### config.mk
export PLATFORM = sky130hd
export DESIGN_NAME = spr_rate_gen
export DESIGN_NICKNAME = d
export VERILOG_FILES = /design/src/spr_pkg.sv /design/src/spr_rate_gen.sv
export SDC_FILE = /design/constraint.sdc
export NUM_CORES = 1
export LEC_CHECK = 0
export ABC_AREA = 1
export ABC_CLOCK_PERIOD_IN_PS = 6100
export BUFFER_PORTS_ARGS = -buffer_cell sky130_fd_sc_hd__buf_4
export CAP_MARGIN = 30
export CORE_MARGIN = 2
export CORE_UTILIZATION = 40
export CTS_CLUSTER_DIAMETER = 50
export DETAILED_ROUTE_END_ITERATION = 10
export PLACE_DENSITY = 0.61
export SYNTH_ARGS = -nofsm -noshare
export SYNTH_HDL_FRONTEND = slang
export SYNTH_SLANG_ARGS = --single-unit
### constraint.sdc
create_clock -name clk_sys -period 6.1 [get_ports clk_sys]
set_clock_uncertainty 0.2 [all_clocks]
set_input_delay 0.915 -clock clk_sys [delete_from_list [all_inputs] [get_ports clk_sys]]
set_output_delay 0.915 -clock clk_sys [all_outputs]
set_load 0.005 [all_outputs]
### src/spr_pkg.sv
`default_nettype none

package spr_pkg;

	// ----------------------------------------
	// Register bus
	// ----------------------------------------
	localparam int ADDR_W = 4;
	localparam int DATA_W = 16;
	localparam logic [3:0] OFS_PORT_ONE = 4'h0;
	localparam logic [3:0] OFS_PORT_TWO = 4'h1;
	localparam logic [3:0] OFS_SRG_ONE = 4'h2;
	localparam logic [3:0] OFS_SRG_TWO = 4'h3;
	localparam logic [3:0] OFS_PIN_CTL = 4'h4;
	localparam logic [3:0] OFS_TX_DATA = 4'h5;
	localparam logic [3:0] OFS_STATUS = 4'h6;

	// ----------------------------------------
	// Field positions
	// ----------------------------------------
	localparam int BIT_LOOPBACK = 15;
	localparam int BIT_RX_RESET_N = 0;
	localparam int BIT_FS_RESET_N = 7;
	localparam int BIT_GEN_RESET_N = 6;
	localparam int BIT_TX_RESET_N = 0;
	localparam int BIT_GEN_SYNC = 15;
	localparam int BIT_CLK_SOURCE = 13;
	localparam int FRAME_PERIOD_FIELD_MSB = 11;
	localparam int CLOCK_DIVIDE_FIELD_MSB = 7;
	localparam int BIT_PIN_CLK_MODE = 7;
	localparam int BIT_TX_POL = 1;
	localparam int BIT_RX_POL = 0;

	// ----------------------------------------
	// Reset values and counts
	// ----------------------------------------
	localparam logic [15:0] PORT_ONE_RESET = 16'h0000;
	localparam logic [15:0] PORT_TWO_RESET = 16'h0000;
	localparam logic [15:0] SRG_ONE_RESET = 16'h0001;
	localparam logic [15:0] SRG_TWO_RESET = 16'h2000;
	localparam logic [15:0] PIN_CTL_RESET = 16'h0000;
	localparam logic [4:0] TX_LOAD_BITS = 5'h0F;

	typedef enum logic [1:0] {SRC_RESERVED, SRC_LSP, SRC_RX_PIN, SRC_TX_PIN} spr_src_t;
	typedef enum logic [1:0] {GEN_DEVRESET, GEN_HELD, GEN_RUN} spr_gen_t;

endpackage : spr_pkg

`default_nettype wire

### src/spr_rate_gen.sv
// Local design decisions: the address map and the address-and-strobe port.
`timescale 1ns/1ps
`default_nettype none

module spr_rate_gen (
	input wire logic clk_sys,
	input wire logic reset,
	input wire logic [spr_pkg::ADDR_W-1:0] regAddr,
	input wire logic [spr_pkg::DATA_W-1:0] regWriteData,
	input wire logic regWrite,
	input wire logic regRead,
	output logic [spr_pkg::DATA_W-1:0] regReadData,
	input wire logic receiveClockPin,
	input wire logic transmitClockPin,
	input wire logic receiveFrameSync,
	input wire logic receiveDataPin,
	output logic generatedBitClock,
	output logic generatedFramePulse,
	output logic transmitBitClock,
	output logic transmitFrameSync,
	output logic transmitDataPin,
	output logic transmitReadyEvent,
	output logic receiveDataInt,
	output logic receiveFrameInt,
	output logic receiveClockInt,
	output logic receiverEnable
);
	import spr_pkg::*;

	// ----------------------------------------
	// State
	// ----------------------------------------
	typedef struct packed {
		logic [15:0] portOne;
		logic [15:0] portTwo;
		logic [15:0] srgOne;
		logic [15:0] srgTwo;
		logic [15:0] pinCtl;
		logic [15:0] txHold;
		logic txFull;
		logic [15:0] txShift;
		logic [4:0] txBits;
		spr_gen_t gen;
		logic [7:0] divCnt;
		logic [11:0] fperCnt;
		logic fsMeta;
		logic fsSync;
		logic fsPrev;
		logic rxClkPrev;
		logic txClkPrev;
		logic bitClk;
		logic framePulse;
		logic txReady;
		logic txData;
		logic rxData;
		logic rxFrame;
		logic rxClk;
		logic rxEnable;
		logic [15:0] rdata;
	} spr_state_t;

	localparam spr_state_t ST_INIT = '{
		portOne: PORT_ONE_RESET,
		portTwo: PORT_TWO_RESET,
		srgOne: SRG_ONE_RESET,
		srgTwo: SRG_TWO_RESET,
		pinCtl: PIN_CTL_RESET,
		gen: GEN_DEVRESET,
		default: '0
	};

	spr_state_t st;
	spr_state_t next_st;

	logic [7:0] divN;
	logic [7:0] hiFrom;
	logic [11:0] frame_period_field;
	logic frame_sync_reset_n;
	logic transmitter_reset_n;
	logic fsEdge;
	logic syncActive;
	logic srcTick;
	logic genRise;
	spr_src_t srcSel;

	// ----------------------------------------
	// Decode helpers
	// ----------------------------------------
	function automatic logic regHit(input logic strobe, input logic [3:0] a, input logic [3:0] ofs);
		return strobe && (a == ofs);
	endfunction : regHit

	function automatic logic [15:0] readWord(input logic [3:0] a, input spr_state_t s, input logic sync);
		case (a)
			OFS_PORT_ONE: readWord = s.portOne;
			OFS_PORT_TWO: readWord = s.portTwo;
			OFS_SRG_ONE: readWord = s.srgOne;
			OFS_SRG_TWO: readWord = s.srgTwo;
			OFS_PIN_CTL: readWord = s.pinCtl;
			OFS_TX_DATA: readWord = s.txHold;
			OFS_STATUS: readWord = {11'h000, sync, s.txFull, s.txReady, s.framePulse, s.bitClk};
			default: readWord = 16'h0000;
		endcase
	endfunction : readWord

	assign divN = st.srgOne[CLOCK_DIVIDE_FIELD_MSB:0];
	// Odd divides keep the extra input cycle in the high phase
	assign hiFrom = divN - {1'b0, divN[7:1]};
	assign frame_period_field = st.srgTwo[FRAME_PERIOD_FIELD_MSB:0];
	assign frame_sync_reset_n = st.portTwo[BIT_FS_RESET_N];
	assign transmitter_reset_n = st.portTwo[BIT_TX_RESET_N];
	assign fsEdge = st.fsSync & ~st.fsPrev;
	assign srcSel = spr_src_t'({st.pinCtl[BIT_PIN_CLK_MODE], st.srgTwo[BIT_CLK_SOURCE]});
	assign syncActive = st.srgTwo[BIT_GEN_SYNC] & st.pinCtl[BIT_PIN_CLK_MODE];

	// ----------------------------------------
	// Input clock selection
	// ----------------------------------------
	// Pins are sampled on the system clock, so each pin edge of the selected polarity becomes one tick
	always_comb begin
		case (srcSel)
			SRC_LSP: srcTick = 1'b1;
			SRC_RX_PIN: srcTick = st.pinCtl[BIT_RX_POL] ? (receiveClockPin & ~st.rxClkPrev)
				: (~receiveClockPin & st.rxClkPrev);
			SRC_TX_PIN: srcTick = st.pinCtl[BIT_TX_POL] ? (~transmitClockPin & st.txClkPrev)
				: (transmitClockPin & ~st.txClkPrev);
			default: srcTick = 1'b0;
		endcase
	end

	// ----------------------------------------
	// Next state
	// ----------------------------------------
	always_comb begin
		next_st = st;
		genRise = 1'b0;

		next_st.fsMeta = receiveFrameSync;
		next_st.fsSync = st.fsMeta;
		next_st.fsPrev = st.fsSync;
		next_st.rxClkPrev = receiveClockPin;
		next_st.txClkPrev = transmitClockPin;

		if (regHit(regWrite, regAddr, OFS_PORT_ONE)) begin
			next_st.portOne = regWriteData;
		end
		if (regHit(regWrite, regAddr, OFS_PORT_TWO)) begin
			next_st.portTwo = regWriteData;
			next_st.gen = regWriteData[BIT_GEN_RESET_N] ? GEN_RUN : GEN_HELD;
		end
		if (regHit(regWrite, regAddr, OFS_SRG_ONE)) begin
			next_st.srgOne = regWriteData;
		end
		if (regHit(regWrite, regAddr, OFS_SRG_TWO)) begin
			next_st.srgTwo = regWriteData;
		end
		if (regHit(regWrite, regAddr, OFS_PIN_CTL)) begin
			next_st.pinCtl = regWriteData;
		end
		next_st.rdata = regRead ? readWord(regAddr, st, syncActive) : 16'h0000;

		// Bit clock
		case (st.gen)
			GEN_DEVRESET: begin
				next_st.bitClk = ~st.bitClk;
				next_st.divCnt = 8'h00;
			end
			GEN_HELD: begin
				next_st.bitClk = 1'b0;
				next_st.divCnt = 8'h00;
			end
			GEN_RUN: begin
				if (divN == 8'h00) begin
					// Divide by one can only follow the input at tick rate
					if (syncActive && fsEdge) begin
						next_st.bitClk = 1'b1;
					end else if (srcTick) begin
						next_st.bitClk = ~st.bitClk;
					end
				end else begin
					if (syncActive && fsEdge) begin
						next_st.divCnt = divN;
					end else if (srcTick) begin
						if (st.divCnt == 8'h00) begin
							next_st.divCnt = divN;
						end else begin
							next_st.divCnt = st.divCnt - 8'h01;
						end
					end
					next_st.bitClk = next_st.divCnt >= hiFrom;
				end
				genRise = next_st.bitClk & ~st.bitClk;
			end
			default: begin
				next_st.gen = GEN_DEVRESET;
			end
		endcase

		// Frame pulse
		if (!frame_sync_reset_n || st.gen != GEN_RUN) begin
			next_st.framePulse = 1'b0;
			next_st.fperCnt = frame_period_field;
		end else if (syncActive) begin
			if (fsEdge) begin
				next_st.framePulse = 1'b1;
			end else if (genRise) begin
				next_st.framePulse = 1'b0;
			end
		end else if (genRise) begin
			if (st.fperCnt == 12'h000) begin
				next_st.framePulse = 1'b1;
				next_st.fperCnt = frame_period_field;
			end else begin
				next_st.framePulse = 1'b0;
				next_st.fperCnt = st.fperCnt - 12'h001;
			end
		end

		// Transmitter
		if (!transmitter_reset_n) begin
			next_st.txFull = 1'b0;
			next_st.txShift = 16'h0000;
			next_st.txBits = 5'h00;
			next_st.txData = 1'b0;
		end else begin
			if (genRise) begin
				if (next_st.framePulse && !st.framePulse && st.txFull) begin
					next_st.txData = st.txHold[15];
					next_st.txShift = {st.txHold[14:0], 1'b0};
					next_st.txBits = TX_LOAD_BITS;
					next_st.txFull = 1'b0;
				end else if (st.txBits != 5'h00) begin
					next_st.txData = st.txShift[15];
					next_st.txShift = {st.txShift[14:0], 1'b0};
					next_st.txBits = st.txBits - 5'h01;
				end else begin
					next_st.txData = 1'b0;
				end
			end
			// A write in the load cycle still marks the holding word full
			if (regHit(regWrite, regAddr, OFS_TX_DATA)) begin
				next_st.txHold = regWriteData;
				next_st.txFull = 1'b1;
			end
		end
		// Level, not pulse: an edge-triggered consumer must be armed before release
		next_st.txReady = transmitter_reset_n & ~st.txFull;

		// Receive side
		if (st.portOne[BIT_LOOPBACK]) begin
			next_st.rxData = st.txData;
			next_st.rxFrame = st.framePulse;
			next_st.rxClk = st.bitClk;
		end else begin
			next_st.rxData = receiveDataPin;
			next_st.rxFrame = st.fsSync;
			next_st.rxClk = receiveClockPin;
		end
		next_st.rxEnable = st.portOne[BIT_RX_RESET_N];
	end

	// ----------------------------------------
	// Registers
	// ----------------------------------------
	always_ff @(posedge clk_sys or posedge reset) begin
		if (reset) begin
			st <= ST_INIT;
		end else begin
			st <= next_st;
		end
	end

	assign regReadData = st.rdata;
	assign generatedBitClock = st.bitClk;
	assign generatedFramePulse = st.framePulse;
	assign transmitBitClock = st.bitClk;
	assign transmitFrameSync = st.framePulse;
	assign transmitDataPin = st.txData;
	assign transmitReadyEvent = st.txReady;
	assign receiveDataInt = st.rxData;
	assign receiveFrameInt = st.rxFrame;
	assign receiveClockInt = st.rxClk;
	assign receiverEnable = st.rxEnable;
endmodule : spr_rate_gen

`default_nettype wire

==> results of run 1 <==
## per-layer routing
layer	vias up	global-route usage, %
met5	-	0
met4	0	5.802
met3	25	3.576
met2	180	34.00
met1	3395	29.76
li1	3413	-
## through the flow
| step | area (um^2) | instances | util (%) | setup slack (ns) | total power, uW |
|---|---|---|---|---|---|
| after floorplan | 8561 | 1014 | - | 0.4416 | 2276 |
| after global placement | 9024 | 1287 | 42.93 | 1.291 | 2535 |
| after detailed placement | 9051 | 1288 | 43.06 | 1.182 | 2554 |
| after CTS | 9668 | 1320 | 45.99 | 1.600 | 3697 |
| after global routing | 9703 | 1322 | 46.16 | 1.166 | 3931 |
| final | 9703 | 1322 | 46.16 | 1.574 | 3683 |
## flip-flops by register name, summed over array words and instances, names as in the netlist
| signal | count |
|---|---|
| transmitDataPin | 1 |
| receiveDataInt | 1 |
| generatedFramePulse | 1 |
| srcSel | 2 |
| frame_sync_reset_n | 1 |
| generatedBitClock | 1 |
| receiveClockInt | 1 |
| regReadData | 16 |
| st | 118 |
| receiveFrameInt | 1 |
| next_st | 3 |
| receiverEnable | 1 |
| frame_period_field | 12 |
| transmitReadyEvent | 1 |
| divN | 8 |
## cells in the mapped netlist (11+ instances only)
master	instances	area, um^2
a21oi_1	38	190.2
a221oi_1	12	105.1
buf_4	21	157.7
clkbuf_1	31	116.4
dfrtp_1	166	4154
ha_1	26	325.3
inv_1	109	409.1
nand2_1	260	975.9
nand3_1	18	90.09
nand4_1	40	250.2
nor2_1	42	157.7
o211ai_1	14	105.1
o21ai_0	136	680.7
o22ai_1	11	68.82
xor2_1	14	122.6
## worst paths after layout
check	end	from	slack (ns)
hold reg to reg	next_st[26]$_DFF_PP0_	next_st[27]$_DFF_PP0_	0.15
max in group asynchronous	st[42]$_DFFE_PP0P_	reset	4.20
setup reg to reg	st[68]$_DFFE_PP0P_	srcSel[1]$_DFFE_PP0P_	1.60
hold / removal	next_st[26]$_DFF_PP0_	next_st[27]$_DFF_PP0_	0.15
setup / recovery	st[68]$_DFFE_PP0P_	transmitClockPin	1.57
min in group asynchronous	regReadData[9]$_DFF_PP0_	reset	0.38
## layout by cell type (no fill, tap or decap), types with 18 or more instances in the layout
| master | netlist | routed |
|---|---|---|
| nand2_1 | 260 | 260 |
| dfrtp_1 | 166 | 166 |
| o21ai_0 | 136 | 136 |
| inv_1 | 109 | 108 |
| buf_4 | 21 | 60 |
| nor2_1 | 42 | 41 |
| nand4_1 | 40 | 40 |
| a21oi_1 | 38 | 38 |
| ha_1 | 26 | 26 |
| nand3_1 | 18 | 18 |
## worst reg2reg max path, stage by stage, from the launching register on
cell,delay (ns)
dfrtp_1,0.52
inv_1,0.10
nor2_2,0.10
nand3_2,0.12
nand2_1,0.33
inv_1,0.14
o21ai_0,0.37
mux2_2,0.40
ha_1,0.28
nand2_1,0.06
nor2_1,0.14
nand2_1,0.06
nand4_1,0.08
nand2_1,0.09
nor2_4,0.15
nand2_2,0.09
nand2_2,0.09
nand3_4,0.20
nand4_4,0.30
nand3_4,0.31
nand3_1,0.18
nand2_1,0.07
## logic make-up after synthesis
| family | count (synthesis) |
|---|---|
| simple gates | 384 |
| compound gates | 239 |
| buf+inv | 177 |
| flops | 168 |
| fa+ha+maj | 27 |
| xor+xnor | 17 |
| mux | 2 |
## cell type report
cell class,instances,area [um^2]
Timing Repair Buffer,62,505.5
Sequential cell,168,4207
Inverter,116,440.4
Multi-Input combinational cell,669,3590
Fill cell,2002,11320
Clock buffer,23,478.0
Tap cell,275,344.1
Clock inverter,9,138.9
## power by group through the flow
stage               combinational (uW)  sequential [uW]  clock, uW
floorplan                          824             1450          0
global placement                  1030             1510          0
detailed placement                1040             1510          0
CTS                               1050             1490       1150
global route                      1210             1520       1200
finish                            1050             1490       1140
==> impl_metrics.py, run 1 <==
metrics = {
    "status": {
        "outcome": "finished clean",
    },
    "worst_setup_path": {
        "crit_required_ns": 6.21,
        "critPathSlowestCell": "mux2_2",
        "cpMostUsedCell": "nand2_1",
        "crit_type": "input port to register",
        "worstSetupEndpointType": "register",
        "worstPathArrival_ns": 4.64,
        "max_stage_delay_ns": 0.40,
        "crit_chain": "buf_4 > inv_1 > nand3_1 > nand3_1 > nand2_1 > nand2_1 > inv_1 > o21ai_0 > mux2_2 > ha_1 > nand2_1 > nor2_1 > nand2_1 > nand4_1 > nand2_1 > nor2_4 > nand2_2 > nand2_2 > nand3_4 > nand4_4 > nand3_4 > nand3_1 > nand2_1",
        "path_depth": 23,
        "reg2reg_depth": 21,
        "worstPathMaxFanout": 21,
        "cp_top_family": "simple AND/OR/NAND/NOR gates",
        "start_kind": "input port",
        "path_buf_inv": 3,
    },
    "detailed_routing": {
        "vias": 7013,
        "wl_per_cell_um": 17.17,
        "dr.pass1.iters": 6,
        "drc": 0,
        "dr_wl_met3_mm": 1.192,
        "met2_length_mm": 10.76,
        "ant_nets": 0,
        "routed_wl_mm": 22.69,
        "dr.first_iter.drc_count": 681,
        "viasPerCell": 5.305,
        "maxUsedRoutingLayer": "met4",
        "wl_met1_mm": 10.41,
    },
    "placement": {
        "port_buffers": 53,
        "hpwl_mm": 15.68,
        "globalplace.congestion": 0.8806,
    },
    "timing": {
        "tightest_slew_ns": 1.025,
        "fmax_mhz": 220.9,
        "finalSetupViolCount": 0,
        "fin_setup_tns_ns": 0,
        "fin_crit_sh_pct": 74.20,
        "slew-limit-headroom_pct": 31.48,
        "hold_slack_ns": 0.1510,
        "post-route-min-period_ns": 4.526,
        "hold_viol": 0,
        "drv_slew": 0,
        "rsz0062_at_grt": "false",
    },
    "power_and_ir_drop": {
        "power_density_nw_per_um2": 379.6,
        "seq_power_share_pct": 40.6,
        "p_sw_uw": 1286,
        "p_sw_share_pct": 34.93,
        "p_clk_share_pct": 30.9,
        "intPower_uw": 2397,
        "ir_worst_vdd_uv": 209.2,
        "combPwrFrac_pct": 28.6,
        "p_leak_uw": 0.004693,
    },
    "grt": {
        "grt_pass1_wl_mm": 36.64,
        "grt_pass1_vias": 6583,
        "gr-total-overflow": 0,
        "grt_usage_pct": 21.20,
        "grt_max_degree": 73,
        "antenna_found_initial": 0,
    },
    "die": {
        "initial_core_util_pct": 40.72,
        "die_h_um": 150.3,
        "die-area_um2": 22590,
        "core_area_um2": 21020,
        "boundaryPins": 54,
        "dieWidth_um": 150.3,
        "rows": 53,
    },
    "cells_and_area": {
        "syn2layout_area_growth_pct": 13.34,
        "fin_nets": 1089,
        "antennaDiodeCount": 0,
        "drive_gt1_share_pct": 11.56,
    },
    "yosys": {
        "synth_xor_area_share_pct": 1.739,
        "ys_types": 47,
        "synth-edff-count": 0,
        "synthArstFlopShare_pct": 100.0,
        "avgSynthCellArea_um2": 8.443,
        "synth-seq-area-share_pct": 49.14,
        "synthAdderAreaFrac_pct": 4.034,
        "yosys.area_share.simple_pct": 19.89,
        "synthCells": 1014,
        "yosys_warnings": 0,
        "synth_top_family_by_area": "simple AND/OR/NAND/NOR gates",
        "syn_nets": 1069,
        "ys_ff_latch": 168,
        "ys_dominant_reg_cell": "dfrtp_1",
        "netlist_area_um2": 8561,
        "synth-compound-area-share_pct": 15.92,
        "synthMuxAreaShare_pct": 0.2631,
    },
    "hold_path": {
        "worst_hold_path.num_cells": 0,
        "hold_class": "register to register",
    },
    "clock_network": {
        "numCtsBuffers": 17,
        "h-tree-depth": 4,
        "clock_sinks": 168,
        "root_buffer": "clkbuf_16",
        "cts_buffer_depth": 2,
        "cts_resized": 0,
        "path_clk_slew_ns": 0.06,
        "clock_latency_ns": 0.43,
        "hold_buffers": 0,
        "cts_tree": "built",
        "post-cts-setup-buffer-count": 0,
    },
    "flow_run": {
        "drv_cap": 0,
    },
}
Power figures use the tool's default switching activity.
==> inputs of run 2 (changes only) <==
--- a/config.mk
+++ b/config.mk
@@ -6,14 +6,14 @@
 export NUM_CORES = 1
 export LEC_CHECK = 0
 export ABC_AREA = 1
-export ABC_CLOCK_PERIOD_IN_PS = 6100
+export ABC_CLOCK_PERIOD_IN_PS = 3700
 export BUFFER_PORTS_ARGS = -buffer_cell sky130_fd_sc_hd__buf_4
 export CAP_MARGIN = 30
 export CORE_MARGIN = 2
 export CORE_UTILIZATION = 40
 export CTS_CLUSTER_DIAMETER = 50
 export DETAILED_ROUTE_END_ITERATION = 10
-export PLACE_DENSITY = 0.61
+export PLACE_DENSITY = 0.64
 export SYNTH_ARGS = -nofsm -noshare
 export SYNTH_HDL_FRONTEND = slang
 export SYNTH_SLANG_ARGS = --single-unit
==> constraint.sdc (replaced) <==
create_clock -name clk_sys -period 3.7 [get_ports clk_sys]
set_clock_uncertainty 0.2 [all_clocks]
set_input_delay 0.555 -clock clk_sys [delete_from_list [all_inputs] [get_ports clk_sys]]
set_output_delay 0.555 -clock clk_sys [all_outputs]
set_load 0.005 [all_outputs]
==> run 2 against run 1 <==
The run now ends with negative setup slack left; clock power increased by 66%; cell area increased by 8.5%; sequential cell count unchanged; via count increased by 4.9%; worst hold slack got worse by 0.12 ns; non-clock buffer count increased by 56; critical path type is now register to register; critical endpoint is now st[59]$_DFFE_PP0P_; largest cell class unchanged.
==> impl_metrics.py, run 2 (synthesized netlist as in run 1, its figures left out) <==
metrics = {
    "cells_and_area": {
        "final_util_pct": 50.09,
        "regMostFlops": "st",
        "largest_reg_flops": 118,
        "final_common_cell": "nand2_1",
        "syn2layout_area_growth_pct": 23.00,
        "design_area_um2": 10530,
        "final_cell_mix": "nand2_1, dfrtp_1, o21ai_0, inv_1, buf_4",
        "drive_gt1_share_pct": 19.80,
        "antennaDiodeCount": 0,
        "fin_nets": 1148,
    },
    "hold_path": {
        "worst_hold_path.num_cells": 1,
        "hold_class": "input port to register",
        "min_to": "next_st[27]$_DFF_PP0_",
        "min_from": "receiveFrameSync",
    },
    "worst_setup_path": {
        "r2r_end": "st[59]$_DFFE_PP0P_",
        "crit-reg2reg-launch": "divN[2]$_DFFE_PP0P_",
        "crit_required_ns": 3.86,
        "worstPathArrival_ns": 3.90,
        "rrSetupSlack_ns": -0.03,
        "worstSetupEndpointType": "register",
        "crit_type": "register to register",
        "reg2reg_depth": 22,
        "worstPathMaxFanout": 19,
        "start_kind": "register",
    },
    "grt": {
        "grt_usage_pct": 22.24,
        "gr-total-overflow": 0,
        "grt_max_degree": 57,
        "antenna_found_initial": 0,
        "grt_pass1_wl_mm": 38.35,
        "grt_pass1_vias": 7156,
    },
    "power_and_ir_drop": {
        "power_density_nw_per_um2": 620.7,
        "p_leak_uw": 0.005090,
        "ir_worst_vdd_uv": 339.7,
    },
    "clock_network": {
        "root_buffer": "clkbuf_16",
        "cts_tree": "built",
        "numCtsBuffers": 17,
        "h-tree-depth": 4,
        "clock_latency_ns": 0.43,
        "clock_sinks": 168,
        "path_clk_slew_ns": 0.07,
        "cts_buffer_depth": 2,
    },
    "timing": {
        "hold_slack_ns": 0.03417,
        "finalSetupViolCount": 19,
        "fin_ws_ns": -0.03488,
        "slew-limit-headroom_pct": 36.67,
        "drv_slew": 0,
        "fmax_mhz": 267.7,
        "hold_viol": 0,
        "rsz0062_at_grt": "true",
        "fin_crit_sh_pct": 100.9,
        "tightest_slew_ns": 0.9477,
        "post-route-min-period_ns": 3.735,
    },
    "detailed_routing": {
        "routed_wl_mm": 24.24,
        "dr.pass1.iters": 5,
        "dr.first_iter.drc_count": 582,
        "drc": 0,
        "wl_per_cell_um": 17.55,
        "viasPerCell": 5.326,
        "ant_nets": 0,
        "vias": 7355,
    },
    "die": {
        "core_area_um2": 21020,
        "rows": 53,
        "initial_core_util_pct": 40.72,
        "boundaryPins": 54,
        "die-area_um2": 22590,
        "dieWidth_um": 150.3,
        "die_h_um": 150.3,
    },
    "placement": {
        "hpwl_mm": 16.33,
        "globalplace.congestion": 0.8539,
        "dpl_cell_area_um2": 9395,
        "port_buffers": 53,
    },
    "flow_run": {
        "drv_cap": 0,
    },
    "status": {
        "violations": "negative setup slack",
        "outcome": "finished, violations left",
    },
}
-- run 2: cell count changes in the layout (fill, tap and decap cells not counted), moves of 5 or more --
cell / change
buf_4: +36
buf_6: +7
o21ai_0: -7
nand2_2: +8
a21oi_1: -5
buf_12: +9
nand3_2: +5
nand2_1: -9
o21ai_1: +6
inv_1: -6
inv_2: +5
-- run 2: stage by stage --
step / setup WS (ns) / cells / power [uW] / TNS, ns
final: -0.03488 / 1381 / 6536 / -0.3263
after global routing: -0.2800 / 1381 / 6954 / -6.177
after CTS: -0.01799 / 1369 / 6325 / -0.08601
after detailed placement: -0.09537 / 1325 / 4345 / -1.495
after global placement: -0.007253 / 1324 / 4292 / -0.01942
after floorplan: 0.1587 / 1014 / 3753 / 0
-- run 2: how the worst max path moves through the flow --
| stage | startpoint | to | slack (ns) | cells past startpoint |
|---|---|---|---|---|
| detailed placement | divN[0]$_DFFE_PP1P_ | st[62]$_DFFE_PP0P_ | -0.1 | 25 |
| global route | divN[2]$_DFFE_PP0P_ | st[65]$_DFFE_PP0P_ | -0.28 | 25 |
| global placement | transmitClockPin | st[64]$_DFFE_PP0P_ | -0.007 | 24 |
| floorplan | divN[0]$_DFFE_PP1P_ | st[57]$_DFFE_PP0P_ | 0.16 | 26 |
| CTS | divN[0]$_DFFE_PP1P_ | st[65]$_DFFE_PP0P_ | -0.02 | 25 |
| finish | divN[2]$_DFFE_PP0P_ | st[59]$_DFFE_PP0P_ | -0.03 | 22 |
-- run 2: layer usage --
layer  vias to the layer above  wire length, um  share of wire [%]  GRT usage [%]
li1                       3533                -                  -              -
met1                      3557            10710                 44          29.95
met2                       231            11630                 48          35.77
met3                        34             1390                5.7          4.455
met4                         0              502                2.1          7.877
met5                         -                0                  0              0
-- run 2: where the power goes --
part	internal [uW]	switching [uW]	leakage, uW
clock	1090	799	0.000307
combinational	903	1290	0.00262
sequential	2190	270	0.00216
total	4180	2360	0.00509
-- run 2: timing repair --
item / 4_1_cts / 5_1_grt
pin swaps: 4 / 23
setup buffers: 6 / 8
endpoints found under the setup margin: 20 / 34
endpoints found under the hold margin: 13 / 0
gates resized for setup: 18 / 44
hold buffers: 1 / 0
gates cloned: 5 / 3
-- run 2: area by class of cell --
type / instances / area, um^2
Timing Repair Buffer: 118 / 1127
Clock inverter: 14 / 188.9
Multi-Input combinational cell: 672 / 3791
Fill cell: 1971 / 10490
Clock buffer: 18 / 429.2
Tap cell: 275 / 344.1
Inverter: 116 / 441.7
Sequential cell: 168 / 4208
-- run 2: critical path, stage by stage, from the launching register on --
cell      delay (ns)
dfrtp_1         0.39
inv_2           0.12
ha_4            0.22
a21oi_4         0.17
o21bai_4        0.09
a21oi_2         0.14
o21bai_1        0.10
a21oi_1         0.15
nor2_1          0.06
nor2_1          0.15
xor2_1          0.16
ha_1            0.26
a21o_1          0.17
nor2_1          0.09
nand4_1         0.12
nand2_2         0.10
nor2_4          0.05
nand2_2         0.08
nand2_1         0.13
o21ai_4         0.21
buf_6           0.25
nand4_1         0.12
nand2_1         0.10
==> inputs of run 3 (changes only) <==
--- a/config.mk
+++ b/config.mk
@@ -14,6 +14,7 @@
 export CTS_CLUSTER_DIAMETER = 50
 export DETAILED_ROUTE_END_ITERATION = 10
 export PLACE_DENSITY = 0.64
+export SKIP_CTS_REPAIR_TIMING = 1
 export SYNTH_ARGS = -nofsm -noshare
 export SYNTH_HDL_FRONTEND = slang
 export SYNTH_SLANG_ARGS = --single-unit
==> run 3 against run 2 <==
The run still ends with negative setup slack left; final cell count shrank 0.43%; total power shrank 2.9%; combinational power shrank 8%; largest power group unchanged; wire length shrank 1.6%; count of clock-buffer cells in the layout is the same; worst setup slack lost 0.18 ns.
==> impl_metrics.py, run 3 (synthesized netlist as in run 1, its figures left out) <==
metrics = {
    "die": {
        "core_area_um2": 21020,
        "boundaryPins": 54,
        "die-area_um2": 22590,
        "dieWidth_um": 150.3,
        "die_h_um": 150.3,
        "rows": 53,
        "initial_core_util_pct": 40.72,
    },
    "clock_network": {
        "clock_sinks": 168,
        "root_buffer": "clkbuf_16",
        "path_clk_slew_ns": 0.07,
        "cts_tree": "built",
        "clock_latency_ns": 0.43,
        "cts_buffer_depth": 2,
        "numCtsBuffers": 17,
        "h-tree-depth": 4,
    },
    "placement": {
        "dp_slack_ns": -0.09537,
        "hpwl_mm": 16.33,
        "port_buffers": 53,
        "globalplace.congestion": 0.8539,
    },
    "cells_and_area": {
        "final_util_pct": 49.34,
        "regMostFlops": "st",
        "antennaDiodeCount": 0,
        "final_cell_mix": "nand2_1, dfrtp_1, o21ai_0, inv_1, buf_4",
        "final_common_cell": "nand2_1",
        "fin_nets": 1142,
        "syn2layout_area_growth_pct": 21.15,
        "drive_gt1_share_pct": 17.91,
        "largest_reg_flops": 118,
        "fill_cells": 1967,
    },
    "worst_setup_path": {
        "critPathSlowestCell": "dfstp_2",
        "rrSetupSlack_ns": -0.22,
        "path_buf_inv": 4,
        "worstSetupEndpointType": "register",
        "worstPathArrival_ns": 4.04,
        "crit_type": "register to register",
        "cpMostUsedCell": "nor2_1",
        "cp_top_family": "simple AND/OR/NAND/NOR gates",
        "worstPathMaxFanout": 9,
        "crit_required_ns": 3.82,
        "max_stage_delay_ns": 0.54,
        "start_kind": "register",
    },
    "hold_path": {
        "hold_class": "input port to register",
    },
    "grt": {
        "grt_max_degree": 57,
        "grt_usage_pct": 21.72,
        "grt_pass1_vias": 7065,
        "gr-total-overflow": 0,
        "antenna_found_initial": 0,
        "grt_pass1_wl_mm": 37.54,
    },
    "timing": {
        "hold_viol": 0,
        "drv_slew": 0,
        "slew-limit-headroom_pct": 33.79,
        "fin_ws_ns": -0.2171,
        "fmax_mhz": 255.3,
        "rsz0062_at_grt": "true",
        "finalSetupViolCount": 24,
        "fin_crit_sh_pct": 105.9,
        "fin_setup_tns_ns": -3.831,
        "post-route-min-period_ns": 3.917,
        "hold_slack_ns": 0.03268,
        "tightest_slew_ns": 0.9908,
    },
    "detailed_routing": {
        "met2_length_mm": 11.36,
        "routed_wl_mm": 23.86,
        "viasPerCell": 5.318,
        "dr.pass1.iters": 6,
        "wl_per_cell_um": 17.35,
        "ant_nets": 0,
        "maxUsedRoutingLayer": "met4",
        "drc": 0,
        "dr_wl_met3_mm": 1.414,
        "dr.first_iter.drc_count": 560,
        "vias": 7312,
        "wl_met1_mm": 10.46,
    },
    "power_and_ir_drop": {
        "ir_worst_vdd_uv": 341.5,
        "power_density_nw_per_um2": 611.8,
        "p_leak_uw": 0.005030,
        "finalPower_uw": 6345,
    },
    "status": {
        "violations": "negative setup slack",
        "outcome": "finished, violations left",
    },
    "flow_run": {
        "drv_cap": 0,
    },
}
==> run 3: final timing paths <==
check | end | start | cells after the start
max | st[62]$_DFFE_PP0P_ | divN[0]$_DFFE_PP1P_ | 25
min | next_st[27]$_DFF_PP0_ | receiveFrameSync | 1
max reg2reg | st[62]$_DFFE_PP0P_ | divN[0]$_DFFE_PP1P_ | 25
min reg2reg | next_st[26]$_DFF_PP0_ | next_st[27]$_DFF_PP0_ | 0
max in group asynchronous | regReadData[0]$_DFF_PP0_ | reset | 5
min in group asynchronous | st[117]$_DFFE_PP0P_ | reset | 3
==> run 3: area by class of cell <==
class                      count  area, um^2  share of cell area [%]
sequential                   168        4208                   40.57
multi-input combinational    672        3710                   35.77
timing repair buffer         112        1052                   10.15
inverter                     116       439.2                   4.235
clock buffer                  18       429.2                   4.138
tap                          275       344.1                   3.318
clock inverter                14       188.9                   1.822
==> run 3: power breakdown <==
part / internal [uW] / switching, uW
clock network: 1090 / 797
logic: 798 / 1210
registers: 2190 / 268
==> run 3: layer usage <==
metal  up-vias  GRT usage (%)
met5         -              0
met4         0          8.160
met3        45          4.364
met2       233          34.50
met1      3516          29.41
li1       3518              -
==> run 3: stage by stage <==
stage	instance area, um^2	std cells
after global routing	10370	1375
after CTS	10010	1357
after detailed placement	9395	1325
after floorplan	8564	1014
after global placement	9375	1324
final	10370	1375
